`config.mk`:
```
export PLATFORM = sky130hd
export DESIGN_NAME = pabo_port_ab
export DESIGN_NICKNAME = d
export VERILOG_FILES = /design/src/pabo_pin_ctl.v /design/src/pabo_port_ab.v
export VERILOG_INCLUDE_DIRS = /design/src
export SDC_FILE = /design/constraint.sdc
export NUM_CORES = 1
export LEC_CHECK = 0
export ABC_AREA = 1
export BUFFER_PORTS_ARGS = -buffer_cell sky130_fd_sc_hd__buf_4
export CAP_MARGIN = 20
export CORE_MARGIN = 2
export CORE_UTILIZATION = 36
export DETAILED_ROUTE_END_ITERATION = 16
export GPL_TIMING_DRIVEN = 0
export PLACE_DENSITY = 0.71
export SYNTH_ARGS = -nofsm -noshare
export SYNTH_HDL_FRONTEND = slang
export SYNTH_SLANG_ARGS = --single-unit
export TNS_END_PERCENT = 10
```
`constraint.sdc`:
```
create_clock -name clk_sys -period 0.8 [get_ports clk_sys]
set_input_delay 0.08 -clock clk_sys [delete_from_list [all_inputs] [get_ports clk_sys]]
set_output_delay 0.08 -clock clk_sys [all_outputs]
set_load 0.01 [all_outputs]
```
`src/pabo_defines.vh`:
```
`ifndef PABO_DEFINES_VH
`define PABO_DEFINES_VH
// pull-up pattern {direction, output bit, global disable}
`define PABO_PU_PATTERN   3'h2
`define PABO_PIN_SCK      7
`define PABO_PIN_MISO     6
`define PABO_PIN_MOSI     5
`define PABO_PIN_SS       4
`define PABO_PIN_OCA      3
`define PABO_PIN_AIN_NEG  3
`define PABO_PIN_AIN_POS  2
`define PABO_PIN_EXT2     2
`define PABO_PIN_DIVIDED_CLOCK_OUTPUT     1
`define PABO_PIN_T1       1
`define PABO_PIN_T0       0
`define PABO_PIN_XCK      0
`define PABO_RST_BYTE     8'h00
`endif

```
`src/pabo_pin_ctl.v`:
```
`timescale 1ns/1ps
// one pin: merges override signals with plain port register bits
module pabo_pin_ctl (
  input  wire pullup_override_enable,
  input  wire pullup_override_value,
  input  wire direction_override_enable,
  input  wire direction_override_value,
  input  wire value_override_enable,
  input  wire value_override_value,
  input  wire input_enable_override_enable,
  input  wire input_enable_override_value,
  input  wire dir_bit,
  input  wire out_bit,
  input  wire global_pullup_disable,
  input  wire sleep_active,
  output wire pullup_en,
  output wire drive_en,
  output wire drive_val,
  output wire input_en
);
`include "pabo_defines.vh"
  assign pullup_en = pullup_override_enable ? pullup_override_value :
                     ({dir_bit, out_bit, global_pullup_disable} == `PABO_PU_PATTERN);
  assign drive_en  = direction_override_enable ? direction_override_value : dir_bit;
  assign drive_val = (value_override_enable & drive_en) ? value_override_value : out_bit;
  assign input_en  = input_enable_override_enable ? input_enable_override_value : ~sleep_active;
endmodule // pabo_pin_ctl

```
`src/pabo_port_ab.v`:
```
`timescale 1ns/1ps
// Operation
// port A input enable from mask or adc disable
// port A pads feed converter channels
// port A inputs feed pin-change sources 7:0
// sck input when slave, else direction bit
// miso input when master, else direction bit
// mosi input when slave, else direction bit
// ss input when slave, else direction bit
// slave active only while ss low
// forced inputs keep pull-up from output bit
// compare B drives bit 4 when output
// compare A drives bit 3 when output
// bits 3,2 feed comparator negative, positive
// bit 2 input feeds external interrupt 2
// clock out fuse drives divided clock on bit1
// divided clock continues during reset; only clock_out_pin and port_b_drive_en do, port_b_drive_val is reset to 0
// port B maps to pin-change 15:8
// bit 1 input is timer1 count source
// bit 0 timer0 count and serial clock
// default pull-up only for pattern 010
// direction override selects driver enable
// value override drives when driver enabled
// input enable override versus sleep state
// overrides low while function disabled
module pabo_port_ab #(
  parameter WIDTH = 8
) (
  input  wire             clk_sys,
  input  wire             rst_n,
  input  wire [WIDTH-1:0] port_a_direction_bits,
  input  wire [WIDTH-1:0] port_a_output_bits,
  input  wire [WIDTH-1:0] port_a_pad_in,
  input  wire [WIDTH-1:0] pin_change_mask_bit,
  input  wire             pin_change_group0_enable,
  input  wire [WIDTH-1:0] port_b_pin_change_mask,
  input  wire             pin_change_group1_enable,
  input  wire [WIDTH-1:0] adc_digital_input_disable,
  input  wire [WIDTH-1:0] port_b_direction_bits,
  input  wire [WIDTH-1:0] port_b_output_bits,
  input  wire [WIDTH-1:0] port_b_pad_in,
  input  wire             global_pullup_disable,
  input  wire             sleep_active,
  input  wire             spi_enable,
  input  wire             spi_master,
  input  wire             spi_sck_out,
  input  wire             spi_slave_out,
  input  wire             spi_master_out,
  input  wire             timer0_compare_a_output,
  input  wire             timer0_compare_a_enable,
  input  wire             timer0_compare_b_output,
  input  wire             timer0_compare_b_enable,
  input  wire             external_interrupt_2_enable,
  input  wire             clock_out_fuse,
  input  wire             divided_clock_output,
  output reg  [WIDTH-1:0] port_a_pullup_en,
  output reg  [WIDTH-1:0] port_a_drive_en,
  output reg  [WIDTH-1:0] port_a_drive_val,
  output reg  [WIDTH-1:0] port_a_input_en,
  output reg  [WIDTH-1:0] adc_channel_in,
  output reg  [WIDTH-1:0] pin_change_source,
  output reg  [WIDTH-1:0] port_b_pullup_en,
  output reg  [WIDTH-1:0] port_b_drive_en,
  output reg  [WIDTH-1:0] port_b_drive_val,
  output reg  [WIDTH-1:0] port_b_input_en,
  output reg  [WIDTH-1:0] pin_change_source_hi,
  output reg              spi_sck_in,
  output reg              spi_master_in,
  output reg              spi_slave_in,
  output reg              spi_slave_select,
  output reg              comparator_negative_input,
  output reg              comparator_positive_input,
  output reg              external_interrupt_2,
  output reg              timer1_count_input,
  output reg              timer0_count_input,
  output reg              serial_port_ext_clock,
  output reg              clock_out_pin
);
`include "pabo_defines.vh"

  wire [WIDTH-1:0] a_ie_oe;
  wire [WIDTH-1:0] a_ie_ov;
  wire [WIDTH-1:0] b_pu_oe;
  wire [WIDTH-1:0] b_pu_ov;
  wire [WIDTH-1:0] b_dd_oe;
  wire [WIDTH-1:0] b_dd_ov;
  wire [WIDTH-1:0] b_pv_oe;
  wire [WIDTH-1:0] b_pv_ov;
  wire [WIDTH-1:0] b_ie_oe;
  wire [WIDTH-1:0] b_ie_ov;
  wire [WIDTH-1:0] a_pu_d;
  wire [WIDTH-1:0] a_de_d;
  wire [WIDTH-1:0] a_dv_d;
  wire [WIDTH-1:0] a_ie_d;
  wire [WIDTH-1:0] b_pu_d;
  wire [WIDTH-1:0] b_de_d;
  wire [WIDTH-1:0] b_dv_d;
  wire [WIDTH-1:0] b_ie_d;
  wire             spi_as_master;
  wire             spi_as_slave;

  assign spi_as_master = spi_enable & spi_master;
  assign spi_as_slave  = spi_enable & ~spi_master;

  // port A: only the input enable is overridden
  assign a_ie_ov = pin_change_mask_bit & {WIDTH{pin_change_group0_enable}};
  assign a_ie_oe = a_ie_ov | adc_digital_input_disable;

  // port B pull-up: forced inputs keep pull-up from output bit unless disabled globally
  assign b_pu_oe = {{4{spi_enable}}, 4'h0};
  assign b_pu_ov = {{4{spi_enable}}, 4'h0} & port_b_output_bits & {WIDTH{~global_pullup_disable}};

  // port B direction override; SPI pins force input (enable=1 value=0), bit 1 forces output (value=clock_out_fuse)
  assign b_dd_oe[`PABO_PIN_SCK]  = spi_as_slave;
  assign b_dd_oe[`PABO_PIN_MISO] = spi_as_master;
  assign b_dd_oe[`PABO_PIN_MOSI] = spi_as_slave;
  assign b_dd_oe[`PABO_PIN_SS]   = spi_as_slave;
  assign b_dd_oe[`PABO_PIN_OCA]  = 1'b0;
  assign b_dd_oe[`PABO_PIN_EXT2] = 1'b0;
  assign b_dd_oe[`PABO_PIN_DIVIDED_CLOCK_OUTPUT] = clock_out_fuse;
  assign b_dd_oe[`PABO_PIN_T0]   = 1'b0;
  assign b_dd_ov = {{4{1'b0}}, 2'h0, clock_out_fuse, 1'b0};

  // port B value override; compare outputs reach pad only via direction bit
  assign b_pv_oe[`PABO_PIN_SCK]  = spi_as_master;
  assign b_pv_oe[`PABO_PIN_MISO] = spi_as_slave;
  assign b_pv_oe[`PABO_PIN_MOSI] = spi_as_master;
  assign b_pv_oe[`PABO_PIN_SS]   = timer0_compare_b_enable;
  assign b_pv_oe[`PABO_PIN_OCA]  = timer0_compare_a_enable;
  assign b_pv_oe[`PABO_PIN_EXT2] = 1'b0;
  assign b_pv_oe[`PABO_PIN_DIVIDED_CLOCK_OUTPUT] = clock_out_fuse;
  assign b_pv_oe[`PABO_PIN_T0]   = 1'b0;
  assign b_pv_ov = {spi_sck_out, spi_slave_out, spi_master_out, timer0_compare_b_output,
                    timer0_compare_a_output, 1'b0, divided_clock_output, 1'b0};

  assign b_ie_ov = {WIDTH{1'b1}};
  assign b_ie_oe = (port_b_pin_change_mask & {WIDTH{pin_change_group1_enable}}) |
                   {5'h00, external_interrupt_2_enable, 2'h0};

  genvar g;
  generate
    for (g = 0; g < WIDTH; g = g + 1) begin : g_pin
      pabo_pin_ctl u_a (
        .pullup_override_enable      (1'b0),
        .pullup_override_value       (1'b0),
        .direction_override_enable   (1'b0),
        .direction_override_value    (1'b0),
        .value_override_enable       (1'b0),
        .value_override_value        (1'b0),
        .input_enable_override_enable(a_ie_oe[g]),
        .input_enable_override_value (a_ie_ov[g]),
        .dir_bit                     (port_a_direction_bits[g]),
        .out_bit                     (port_a_output_bits[g]),
        .global_pullup_disable       (global_pullup_disable),
        .sleep_active                (sleep_active),
        .pullup_en                   (a_pu_d[g]),
        .drive_en                    (a_de_d[g]),
        .drive_val                   (a_dv_d[g]),
        .input_en                    (a_ie_d[g])
      );
      pabo_pin_ctl u_b (
        .pullup_override_enable      (b_pu_oe[g]),
        .pullup_override_value       (b_pu_ov[g]),
        .direction_override_enable   (b_dd_oe[g]),
        .direction_override_value    (b_dd_ov[g]),
        .value_override_enable       (b_pv_oe[g]),
        .value_override_value        (b_pv_ov[g]),
        .input_enable_override_enable(b_ie_oe[g]),
        .input_enable_override_value (b_ie_ov[g]),
        .dir_bit                     (port_b_direction_bits[g]),
        .out_bit                     (port_b_output_bits[g]),
        .global_pullup_disable       (global_pullup_disable),
        .sleep_active                (sleep_active),
        .pullup_en                   (b_pu_d[g]),
        .drive_en                    (b_de_d[g]),
        .drive_val                   (b_dv_d[g]),
        .input_en                    (b_ie_d[g])
      );
    end
  endgenerate

  always @(posedge clk_sys) begin
    if (!rst_n) begin
      port_a_pullup_en          <= `PABO_RST_BYTE;
      port_a_drive_en           <= `PABO_RST_BYTE;
      port_a_drive_val          <= `PABO_RST_BYTE;
      port_a_input_en           <= `PABO_RST_BYTE;
      adc_channel_in            <= `PABO_RST_BYTE;
      pin_change_source         <= `PABO_RST_BYTE;
      port_b_pullup_en          <= `PABO_RST_BYTE;
      port_b_drive_val          <= `PABO_RST_BYTE;
      port_b_input_en           <= `PABO_RST_BYTE;
      pin_change_source_hi      <= `PABO_RST_BYTE;
      spi_sck_in                <= 1'b0;
      spi_master_in             <= 1'b0;
      spi_slave_in              <= 1'b0;
      spi_slave_select          <= 1'b1;
      comparator_negative_input <= 1'b0;
      comparator_positive_input <= 1'b0;
      external_interrupt_2      <= 1'b0;
      timer1_count_input        <= 1'b0;
      timer0_count_input        <= 1'b0;
      serial_port_ext_clock     <= 1'b0;
    end else begin
      port_a_pullup_en          <= a_pu_d;
      port_a_drive_en           <= a_de_d;
      port_a_drive_val          <= a_dv_d;
      port_a_input_en           <= a_ie_d;
      adc_channel_in            <= port_a_pad_in;
      pin_change_source         <= port_a_pad_in;
      port_b_pullup_en          <= b_pu_d;
      port_b_drive_val          <= b_dv_d;
      port_b_input_en           <= b_ie_d;
      pin_change_source_hi      <= port_b_pad_in;
      spi_sck_in                <= port_b_pad_in[`PABO_PIN_SCK];
      spi_master_in             <= port_b_pad_in[`PABO_PIN_MISO];
      spi_slave_in              <= port_b_pad_in[`PABO_PIN_MOSI];
      // slave logic treats low as selected; high when not slave keeps it idle
      spi_slave_select          <= ~spi_as_slave | port_b_pad_in[`PABO_PIN_SS];
      comparator_negative_input <= port_b_pad_in[`PABO_PIN_AIN_NEG];
      comparator_positive_input <= port_b_pad_in[`PABO_PIN_AIN_POS];
      external_interrupt_2      <= port_b_pad_in[`PABO_PIN_EXT2];
      timer1_count_input        <= port_b_pad_in[`PABO_PIN_T1];
      timer0_count_input        <= port_b_pad_in[`PABO_PIN_T0];
      serial_port_ext_clock     <= port_b_pad_in[`PABO_PIN_XCK];
    end
  end

  // clock pin and its driver enable keep running through reset
  always @(posedge clk_sys) begin
    port_b_drive_en <= b_de_d;
    clock_out_pin   <= clock_out_fuse & divided_clock_output;
  end
endmodule // pabo_port_ab

```
# ---- Word level (Yosys, flattened, before mapping)
# Index checks and enable logic that the tools add are counted.
dict set report op_classes {
  eq_ne 16
  muxes 31
  n_bitwise 20
}
# op n
set ops {}
lappend ops {{== test 3 x 2 -> 1 bit (second input constant)} 16}
lappend ops {{bitwise AND 8 bit} 4}
lappend ops {{2-to-1 mux 1 bit} 31}
lappend ops {{bitwise AND 1 bit} 9}
lappend ops {{OR 8 x 3 -> 8 bit} 1}
lappend ops {{OR 8 bit} 1}
lappend ops {{NOT 1 bit} 4}
lappend ops {{OR 1 bit} 1}
dict set report totals {
  ff_bits 89
  input_bits 90
  out_inout_bits 99
  elab_cells 86
}

# ---- Logic depth before layout (Yosys ltp)
# Gate-level depths: netlist of the first run.
dict set report depth {
  depth_word 5
  mapped_depth 6
}

# ---- Modules after synthesis
# From an unflattened synthesis of the first run, not the netlist that was laid out.
dict set report hier_totals {
  hier_cells 609
  hier_area_um2 3963.8
}
# module n_inst cells_per_inst area_per_inst_um2 seq_area_each_um2
set by_module_without_submodules {}
lappend by_module_without_submodules {pabo_port_ab 1 321 2682.6 1641.6}
lappend by_module_without_submodules {pabo_pin_ctl 16 18 80.1 0.0}

# ---- Least setup slack after synthesis of the first run
# Ideal clock, no wire load.
dict set report synth_timing {
  path_kind {input to register}
  from {in sleep_active}
  to {reg port_a_input_en[6]}
  arrival_ns 0.536
  required_time_ns 0.683
  slack_ns 0.147
  path_stages 4
  n_path_buf 2
  path_cell_list {buf_2 -> buf_6 -> a2bb2oi_1 -> nor2_1}
}
dict set report synth_between {
  elab_chain_cells 2
}
# element line_no
set synth_rtl {}
lappend synth_rtl {{start, declared} pabo_port_ab.v:43} ;# input wire sleep_active,
lappend synth_rtl {{NOT 1 bit} pabo_pin_ctl.v:26} ;# assign input_en = input_enable_override_enable ? input_enable_override_value : ~sleep_active;
lappend synth_rtl {{2-to-1 mux 1 bit} pabo_pin_ctl.v:26}
lappend synth_rtl {{end signal, assigned} pabo_port_ab.v:187} ;# port_a_input_en <= `PABO_RST_BYTE;
lappend synth_rtl {{end signal, assigned} pabo_port_ab.v:208} ;# port_a_input_en <= a_ie_d;
lappend synth_rtl {{end, declared} pabo_port_ab.v:59} ;# output reg [WIDTH-1:0] port_a_input_en,
# No other way between the ends.
# A chain may end at the register's enable or synchronous reset.

# ---- Worst setup path in the final report of the first run
dict set report layout_timing {
  from {reg pin_change_source_hi[2]}
  to {out pin_change_source_hi[2]}
}
# element line_no
set layout_rtl {}
lappend layout_rtl {{start, declared} pabo_port_ab.v:66} ;# output reg [WIDTH-1:0] pin_change_source_hi,
lappend layout_rtl {{start signal, assigned} pabo_port_ab.v:193} ;# pin_change_source_hi <= `PABO_RST_BYTE;
lappend layout_rtl {{start signal, assigned} pabo_port_ab.v:214} ;# pin_change_source_hi <= port_b_pad_in;
# No word-level cell between the ends.

==> results of run 1 <==
[per-layer routing]
layer	global-route usage (%)	vias to the layer above	routed length (microns)
met5	0	-	0
met4	10.6	0	272
met3	7.76	24	866
met2	47.2	155	5400
met1	23.2	1307	3400
li1	-	1341	-
[per-stage QoR]
step                      setup TNS [ns]  util, %
final                              -7.54     79.0
after floorplan                        0        -
after global placement                 0     59.4
after detailed placement               0     59.4
after CTS                          -8.44     78.0
after global routing              -10.18     79.0
[what timing repair did]
item | in CTS | in global routing
hold endpoints to repair | 75 | 2
endpoints found under the setup margin | 99 | 104
setup buffers | 0 | 0
gates resized for setup | 144 | 46
[worst max-delay path, cell delays in order (launching register included)]
cell and delay, ns:
dfxtp_2 0.35, buf_6 0.11, buf_6 0.11
[synth_stat cells, drive strengths merged]
library cell / number
inv: 49
o21ai: 4
nor3: 14
nor2: 18
buf: 27
o22ai: 1
nand3b: 1
dfxtp: 82
a21oi: 12
or2: 2
nand3: 3
nand2: 52
clkbuf: 2
a211oi: 2
a2bb2oi: 8
nand4: 1
[final cells by class]
class                   count  share of cell area (%)
plain buffers              29                    4.88
clock buffers              10                    2.52
clock inverters             5                    1.01
inverters                  49                    3.37
multi-input cells         118                    10.6
flip-flops and latches     82                    31.8
well taps                  96                    2.20
repair buffers            249                    43.6
[power by group]
group          internal [mW]  switching, mW  leakage (nW)
Sequential              4.33          0.123         0.700
Combinational           1.14          0.686          2.03
Clock                   1.50           1.44        0.0941
[cells by family after synthesis]
kind of cell	count (synthesis)	share of synthesized area, %
compound gates	27	6.60
buf+inv	78	14.9
flops	82	63.2
simple gates	91	15.4
[worst max path at each step]
stage                                                  start                             end  slack (ns)  depth (start not counted)
after floorplan                                 sleep_active   port_a_input_en[6]$_SDFF_PN0_        0.15                          4
after global placement                                 rst_n  port_b_drive_val[1]$_SDFF_PN0_        0.07                          4
after detailed placement                        sleep_active   port_a_input_en[6]$_SDFF_PN0_        0.06                          4
after CTS                 pin_change_source_hi[2]$_SDFF_PN0_         pin_change_source_hi[2]       -0.19                          2
after global routing      pin_change_source_hi[0]$_SDFF_PN0_         pin_change_source_hi[0]       -0.21                          2
final                     pin_change_source_hi[2]$_SDFF_PN0_         pin_change_source_hi[2]       -0.18                          2
[registers in the layout, summed over array words and instances, names as in the netlist]
name,cells
clock_out_pin,1
pin_change_source,8
pin_change_source_hi,8
port_a_drive_en,8
port_a_drive_val,8
port_a_input_en,8
port_a_pullup_en,8
port_b_drive_en,8
port_b_drive_val,8
port_b_input_en,8
port_b_pullup_en,8
spi_slave_select,1
==> impl_metrics.tcl, run 1 <==
set metrics [dict create \
    grt_overflow 0 \
    dieArea_sq_um 7910 \
    synth_nets 368 \
    synth.area.top_cells "dfxtp_1 (63%), nand2_1 (7.5%), inv_1 (6.9%)" \
    min_path_cells 3 \
    setup_slack_ns -0.184 \
    fp-row-count 30 \
    drt_iter0_drc 55 \
    vdd_drop_max_v 0.000904 \
    ys.warnings.count 0 \
    grt_usage_pct 24.3 \
    synth_cells 278 \
    crit_type "reg2out" \
    hold_class "in2reg" \
    power_density_nw_per_um2 1690 \
    outcome "complete, but fails checks" \
    slew_headroom_pct 75.7 \
    path_clk_slew_ns 0.08 \
    diodes 0 \
    drive_gt1_share_pct 57.2 \
    leakage_nw 2.82 \
    final_hold_viol_count 2 \
    placed_cell_area_sq_um 4100 \
    grt_pass1_vias 2968 \
    yosys.cell_types.count 22 \
    slew_viol_final 0 \
    wirelength_mm 9.93 \
    mostFrequentLayoutCells "buf_6 (112), buf_4 (94), dfxtp_2 (74), dlygate4sd3_1 (63), nand2_1 (51)" \
    hold_start "spi_master" \
    synth.top_cell.area_share_pct 63.2 \
    multi_input_area_sq_um 579 \
    end_kind "output port" \
    required_ns 0.72 \
    finalInstanceArea_sq_um 5460 \
    area_growth_pct 110 \
    viasPerCell 4.43 \
    die_x_microns 89.0 \
    synthesis.area_sq_um 2600 \
    period_share_pct 123 \
    gp_congestion 0.822 \
    finalNetCount 628 \
    wl_per_cell_microns 15.6 \
    grt_pass1_wl_mm 14.2 \
    antenna_found_initial 0 \
    period_needed_ns 0.984 \
    synth_area_per_cell_sq_um 9.35 \
    ant_nets 0 \
    arrival_ns 0.90 \
    regArea_sq_um 1730 \
    synth_top_cell_by_area "dfxtp_1" \
    cts_buffers 9 \
    final_cell_count_no_fill 638 \
    start_util_pct 37.6 \
    grt_setup_unrepaired "yes" \
    hold_ws_ns -0.0179 \
    dieHeight_microns 89.0 \
    cts.sinks 82 \
    seq_area_frac_synth_pct 63.2 \
    fillers 437 \
    fmax_mhz 1020 \
    grt_start_max_net_pins 14 \
    cts_buffer_depth 2 \
    violations "hold timing, setup timing" \
    vias 2827 \
    tritoncts "built" \
    path_max_fanout 3 \
    finalSetupViolCount 100 \
    drc_errors 0 \
    cts_hold_buf 65 \
    maxCapViolCount 0 \
    ys_ff_latch 82 \
    holdPathEnd "spi_slave_select$_SDFF_PN1_" \
    power_mw 9.23 \
    dp_slack_ns 0.0575 \
    worst_pin_slew_ns 0.365 \
    ios 189 \
    io_buffer_count 184 \
    dr.pass1.iters 4 \
    htree_num_levels 3 \
    layout_commonest_cell "buf_6" \
    core_area_sq_um 6910 \
    place_inst 558 \
    hpwl_mm 5.71 \
    cts_root_buf "clkbuf_8" \
    worst_setup_path_start_kind "flop" \
]
(Power assumes the default switching activity.)
==> run 2, diff against run 1 <==
--- a/config.mk
+++ b/config.mk
@@ -6,7 +6,6 @@
 export SDC_FILE = /design/constraint.sdc
 export NUM_CORES = 1
 export LEC_CHECK = 0
-export ABC_AREA = 1
 export BUFFER_PORTS_ARGS = -buffer_cell sky130_fd_sc_hd__buf_4
 export CAP_MARGIN = 20
 export CORE_MARGIN = 2
==> run 2 against run 1 <==
Against the previous run: the run still ends with hold timing, setup timing left; sequential share of layout area decreased by 0.53 points; die area decreased by 0.83%; critical path depth unchanged; synthesized area decreased by 0.87%; highest routed layer unchanged.
==> impl_metrics.tcl, run 2 <==
set metrics [dict create \
    grt_pass1_wl_mm 13.8 \
    worst_pin_slew_ns 0.442 \
    gp_congestion 0.783 \
    ant_nets 0 \
    synth-edff-count 0 \
    synth_fa_ha_area_share_pct 0 \
    cts_root_buf "clkbuf_8" \
    antenna_found_initial 2 \
    cts.sinks 82 \
    grt_pass1_vias 2892 \
    grt_start_max_net_pins 15 \
    synthSimpleGateAreaFrac_pct 21.5 \
    layout_commonest_cell "buf_6" \
    wirelength_mm 9.69 \
    place_inst 522 \
    mostFrequentLayoutCells "buf_6 (112), buf_4 (92), dfxtp_2 (74), dlygate4sd3_1 (70), and2_1 (36)" \
    final_hold_viol_count 1 \
    hold_ws_ns -0.0204 \
    required_ns 0.72 \
    async_flop_share_pct 0 \
    maxCapViolCount 0 \
    synth_top_family_by_area "simple AND/OR/NAND/NOR gates" \
    synthesis.area_sq_um 2580 \
    io_buffer_count 184 \
    fin_util_pct 80.8 \
    slew_headroom_pct 70.5 \
    drive_gt1_share_pct 61.0 \
    synth_top_cell_by_area "dfxtp_1" \
    finalNetCount 600 \
    ys_ff_latch 82 \
    crit_slowest_cell "dfxtp_2" \
    end_kind "output port" \
    synth_cells 242 \
    grt_overflow 0 \
    drc_errors 0 \
    worst_setup_path_start_kind "flop" \
    cp_common_cell "buf_6" \
    leakage_nw 2.60 \
    synth_xor_area_share_pct 0 \
    slew_viol_final 0 \
    core_area_sq_um 6870 \
    synth_common_cells "dfxtp_1 (82), and2_1 (37), nor2_1 (21)" \
    yosysMostFrequentCell "dfxtp_1" \
    period_share_pct 125 \
    path_max_fanout 3 \
    grt_usage_pct 23.7 \
    hold_class "in2reg" \
    synth.area.mux_share_pct 0 \
    fp-row-count 30 \
    area_growth_pct 115 \
    critical-path-max-stage-delay_ns 0.35 \
    cts_buffers 9 \
    yosys.cell_types.count 24 \
    ys.warnings.count 0 \
    period_needed_ns 1.00 \
    setup_slack_ns -0.203 \
    start_util_pct 37.5 \
    seq_area_frac_synth_pct 63.7 \
    hpwl_mm 5.41 \
    synth.area.top_cells "dfxtp_1 (64%), and2_1 (9.0%), buf_4 (5.2%)" \
    finalSetupViolCount 101 \
    dr.pass1.iters 4 \
    synth_area_per_cell_sq_um 10.6 \
    vdd_drop_max_v 0.00106 \
    htree_num_levels 3 \
    tritoncts "built" \
    critical_path.cell_chain "buf_6 > buf_6" \
    grt_setup_unrepaired "yes" \
    wl_per_cell_microns 15.8 \
    final_cell_count_no_fill 613 \
    synth.top_cell.area_share_pct 63.7 \
    die_x_microns 88.6 \
    ys.flop_type "dfxtp_1" \
    vias 2743 \
    synth-compound-area-share_pct 5.93 \
    arrival_ns 0.92 \
    violations "hold timing, setup timing" \
    dieHeight_microns 88.6 \
    path_clk_slew_ns 0.09 \
    drt_iter0_drc 68 \
    outcome "complete, but fails checks" \
    dieArea_sq_um 7850 \
    ios 189 \
    postCtsSetupBuffers 0 \
    cts_buffer_depth 2 \
    power_density_nw_per_um2 1690 \
    viasPerCell 4.47 \
    fmax_mhz 997 \
    synth_nets 332 \
    crit_type "reg2out" \
]
## run 2: final timing paths
path	slack, ns	to	start	cells past startpoint
setup / recovery	-0.20	timer0_count_input	pin_change_source_hi[0]$_SDFF_PN0_	2
hold / removal	-0.02	port_b_drive_en[4]$_DFF_P_	port_b_direction_bits[4]	2
## run 2: timing repair
item	in CTS	in global routing
gates resized for setup	147	49
pin swaps	0	1
setup endpoints to repair	99	106
endpoints found under the hold margin	79	2
hold buffers	72	1
## run 2: routing by layer
metal  vias up  wire (microns)  global-route usage [%]
met5         -               0                       0
met3        25             920                    8.77
li1       1293               -                       -
met4         0             259                    11.4
met2       156            5090                    44.2
met1      1269            3430                    22.8
## run 2: cell families after synthesis
logic type | after synthesis
and+or+nand+nor | 94
DFF | 82
buffers and inverters | 37
AOI/OAI and AO/OA | 29
## run 2: worst max-delay path, delay by kind of cell, from the launching register on
family / cells / cell delay [ns]
buf+inv: 2 / 0.22
flops: 1 / 0.35
## run 2: through the flow
step / total power, mW / instance area (sq um) / setup TNS [ns] / setup slack [ns] / hold slack [ns]
2_1_floorplan: 4.93 / 2580 / 0 / 0.0509 / 0.108
3_3_place_gp: 5.72 / 4080 / -1.55 / -0.0887 / 0.196
3_5_place_dp: 5.74 / 4080 / -1.78 / -0.0835 / 0.196
4_1_cts: 9.30 / 5450 / -9.79 / -0.202 / -0.0292
5_1_grt: 9.72 / 5550 / -11.50 / -0.236 / -0.0252
6_report: 9.39 / 5550 / -8.80 / -0.203 / -0.0204
## run 2: area by class of cell
type                            instances  area, sq um
Tap cell                               96          120
Multi-Input combinational cell        123          727
Clock buffer                           10          138
Antenna cell                            2         5.00
Timing Repair Buffer                  257         2470
Buffer                                 30          265
Fill cell                             403         1320
Inverter                                7         26.3
Clock inverter                          6         66.3
Sequential cell                        82         1730
## run 2: power by group
group / switching [mW] / total, mW / internal (mW)
clock network: 1.58 / 3.11 / 1.53
logic: 0.641 / 1.82 / 1.18
registers: 0.120 / 4.45 / 4.33
total: 2.34 / 9.39 / 7.05
==> run 3, diff against run 2 <==
--- a/config.mk
+++ b/config.mk
@@ -8,10 +8,11 @@
 export LEC_CHECK = 0
 export BUFFER_PORTS_ARGS = -buffer_cell sky130_fd_sc_hd__buf_4
 export CAP_MARGIN = 20
-export CORE_MARGIN = 2
+export CORE_MARGIN = 1.5
 export CORE_UTILIZATION = 36
 export DETAILED_ROUTE_END_ITERATION = 16
-export GPL_TIMING_DRIVEN = 0
+export GPL_TIMING_DRIVEN = 1
+export HOLD_SLACK_MARGIN = 0.03
 export PLACE_DENSITY = 0.71
 export SYNTH_ARGS = -nofsm -noshare
 export SYNTH_HDL_FRONTEND = slang
==> run 3 against run 2 <==
Against the previous run: hold slack lost 0.0050 ns; power down 7.1%; final cell count shrank 2.1%; sequential power hardly changed; clock power is 20% lower; die area is 2.2% lower; core utilization fell by 2.3 points; the run still ends with hold timing, setup timing left; wire length down 1.9%.
==> impl_metrics.tcl, run 3 (synthesis gave the netlist of run 2 again) <==
set metrics [dict create \
    slew_headroom_pct 85.8 \
    dieArea_sq_um 7670 \
    layout_commonest_cell "buf_4" \
    min_path_cells 2 \
    cp_num_buf_inv 1 \
    end_kind "output port" \
    mostFrequentLayoutCells "buf_4 (104), buf_6 (90), dlygate4sd3_1 (78), dfxtp_2 (68), and2_1 (36)" \
    gp_congestion 0.759 \
    drc_errors 0 \
    tritoncts "built" \
    hold_class "in2reg" \
    outcome "complete, but fails checks" \
    grt_start_max_net_pins 21 \
    cts_hold_buf 82 \
    grt_setup_unrepaired "yes" \
    crit_slowest_cell "dfxtp_2" \
    cts_buffer_depth 2 \
    slew_viol_final 0 \
    crit_type "reg2out" \
    period_share_pct 115 \
    finalSetupViolCount 100 \
    hold_ws_ns -0.0255 \
    drive_gt1_share_pct 58.1 \
    viasPerCell 4.45 \
    grt_pass1_wl_mm 13.2 \
    worst_setup_path_start_kind "flop" \
    holdPathEnd "clock_out_pin$_DFF_P_" \
    final_hold_viol_count 2 \
    drt_iter0_drc 87 \
    ant_nets 0 \
    cts.sinks 82 \
    grt_overflow 0 \
    required_ns 0.72 \
    cp_top_family "flip-flops" \
    critical_path.cell_chain "buf_6" \
    vdd_drop_max_v 0.00107 \
    worst_pin_slew_ns 0.212 \
    die_x_microns 87.6 \
    start_util_pct 37.5 \
    finalNetCount 589 \
    core_area_sq_um 6870 \
    ios 189 \
    grt_usage_pct 22.8 \
    grt_pass1_vias 2744 \
    dr.pass1.iters 4 \
    io_buffer_count 188 \
    path_clk_slew_ns 0.08 \
    antenna_found_initial 0 \
    critical-path-max-stage-delay_ns 0.38 \
    power_density_nw_per_um2 1620 \
    vias 2668 \
    path_max_fanout 2 \
    dieHeight_microns 87.6 \
    wl_per_cell_microns 15.9 \
    htree_num_levels 3 \
    leakage_nw 2.52 \
    fmax_mhz 1090 \
    arrival_ns 0.84 \
    hpwl_mm 5.17 \
    setup_slack_ns -0.121 \
    finalInstanceArea_sq_um 5390 \
    period_needed_ns 0.921 \
    hold_start "divided_clock_output" \
    area_growth_pct 109 \
    maxCapViolCount 0 \
    wirelength_mm 9.51 \
    violations "hold timing, setup timing" \
    cts_root_buf "clkbuf_8" \
    power_mw 8.72 \
    placed_cell_area_sq_um 3960 \
    cts_buffers 9 \
    fp-row-count 30 \
]
## run 3: worst max-delay path by stage
stage / startpoint / end / slack (ns) / depth (start not counted)
after floorplan: spi_enable / port_b_drive_val[4]$_SDFF_PN0_ / 0.05 / 4
after detailed placement: spi_master / port_b_drive_val[4]$_SDFF_PN0_ / -0.05 / 4
final: pin_change_source[3]$_SDFF_PN0_ / adc_channel_in[3] / -0.12 / 1
after global placement: spi_master / port_b_drive_val[4]$_SDFF_PN0_ / -0.04 / 4
after global routing: pin_change_source[3]$_SDFF_PN0_ / pin_change_source[3] / -0.14 / 1
after CTS: pin_change_source_hi[0]$_SDFF_PN0_ / serial_port_ext_clock / -0.11 / 1
## run 3: layout make-up
class	count	area, sq um
clock buffers	10	128
repair buffers	276	2630
flip-flops and latches	82	1730
diodes	1	2.50
inverters	7	26.3
well taps	96	120
clock inverters	5	32.5
multi-input cells	123	721
fillers	411	1480
## run 3: routing by layer
layer | vias up | track usage [%] | routed length [microns]
li1 | 1261 | - | -
met1 | 1234 | 23.8 | 3270
met3 | 22 | 7.73 | 908
met2 | 151 | 42.0 | 5100
met5 | - | 0 | 0
met4 | 0 | 9.38 | 233
## run 3: through the flow
step                cells  util, %  TNS [ns]  setup WS (ns)
detailed placement    502     57.7   -0.0615        -0.0547
floorplan             242        -         0         0.0509
global placement      502     57.7   -0.0397        -0.0397
finish                600     78.5     -6.23         -0.121
global route          599     78.5     -9.09         -0.145
CTS                   599     76.6     -7.42         -0.114
## run 3: report_power, final
| group | switching (mW) | internal (mW) | leakage, nW | total, mW |
|---|---|---|---|---|
| Clock | 1.40 | 1.11 | 0.0859 | 2.50 |
| Sequential | 0.127 | 4.33 | 0.699 | 4.46 |
| Combinational | 0.621 | 1.14 | 1.73 | 1.76 |
| Total | 2.15 | 6.57 | 2.52 | 8.72 |
## run 3: what timing repair did
action / in CTS / in global routing
buffers inserted: 0 / 0
cloned: 0 / 0
endpoints found under the hold margin: 82 / 2
pin swaps: 0 / 0
setup endpoints to repair: 99 / 107
resized for setup: 108 / 62
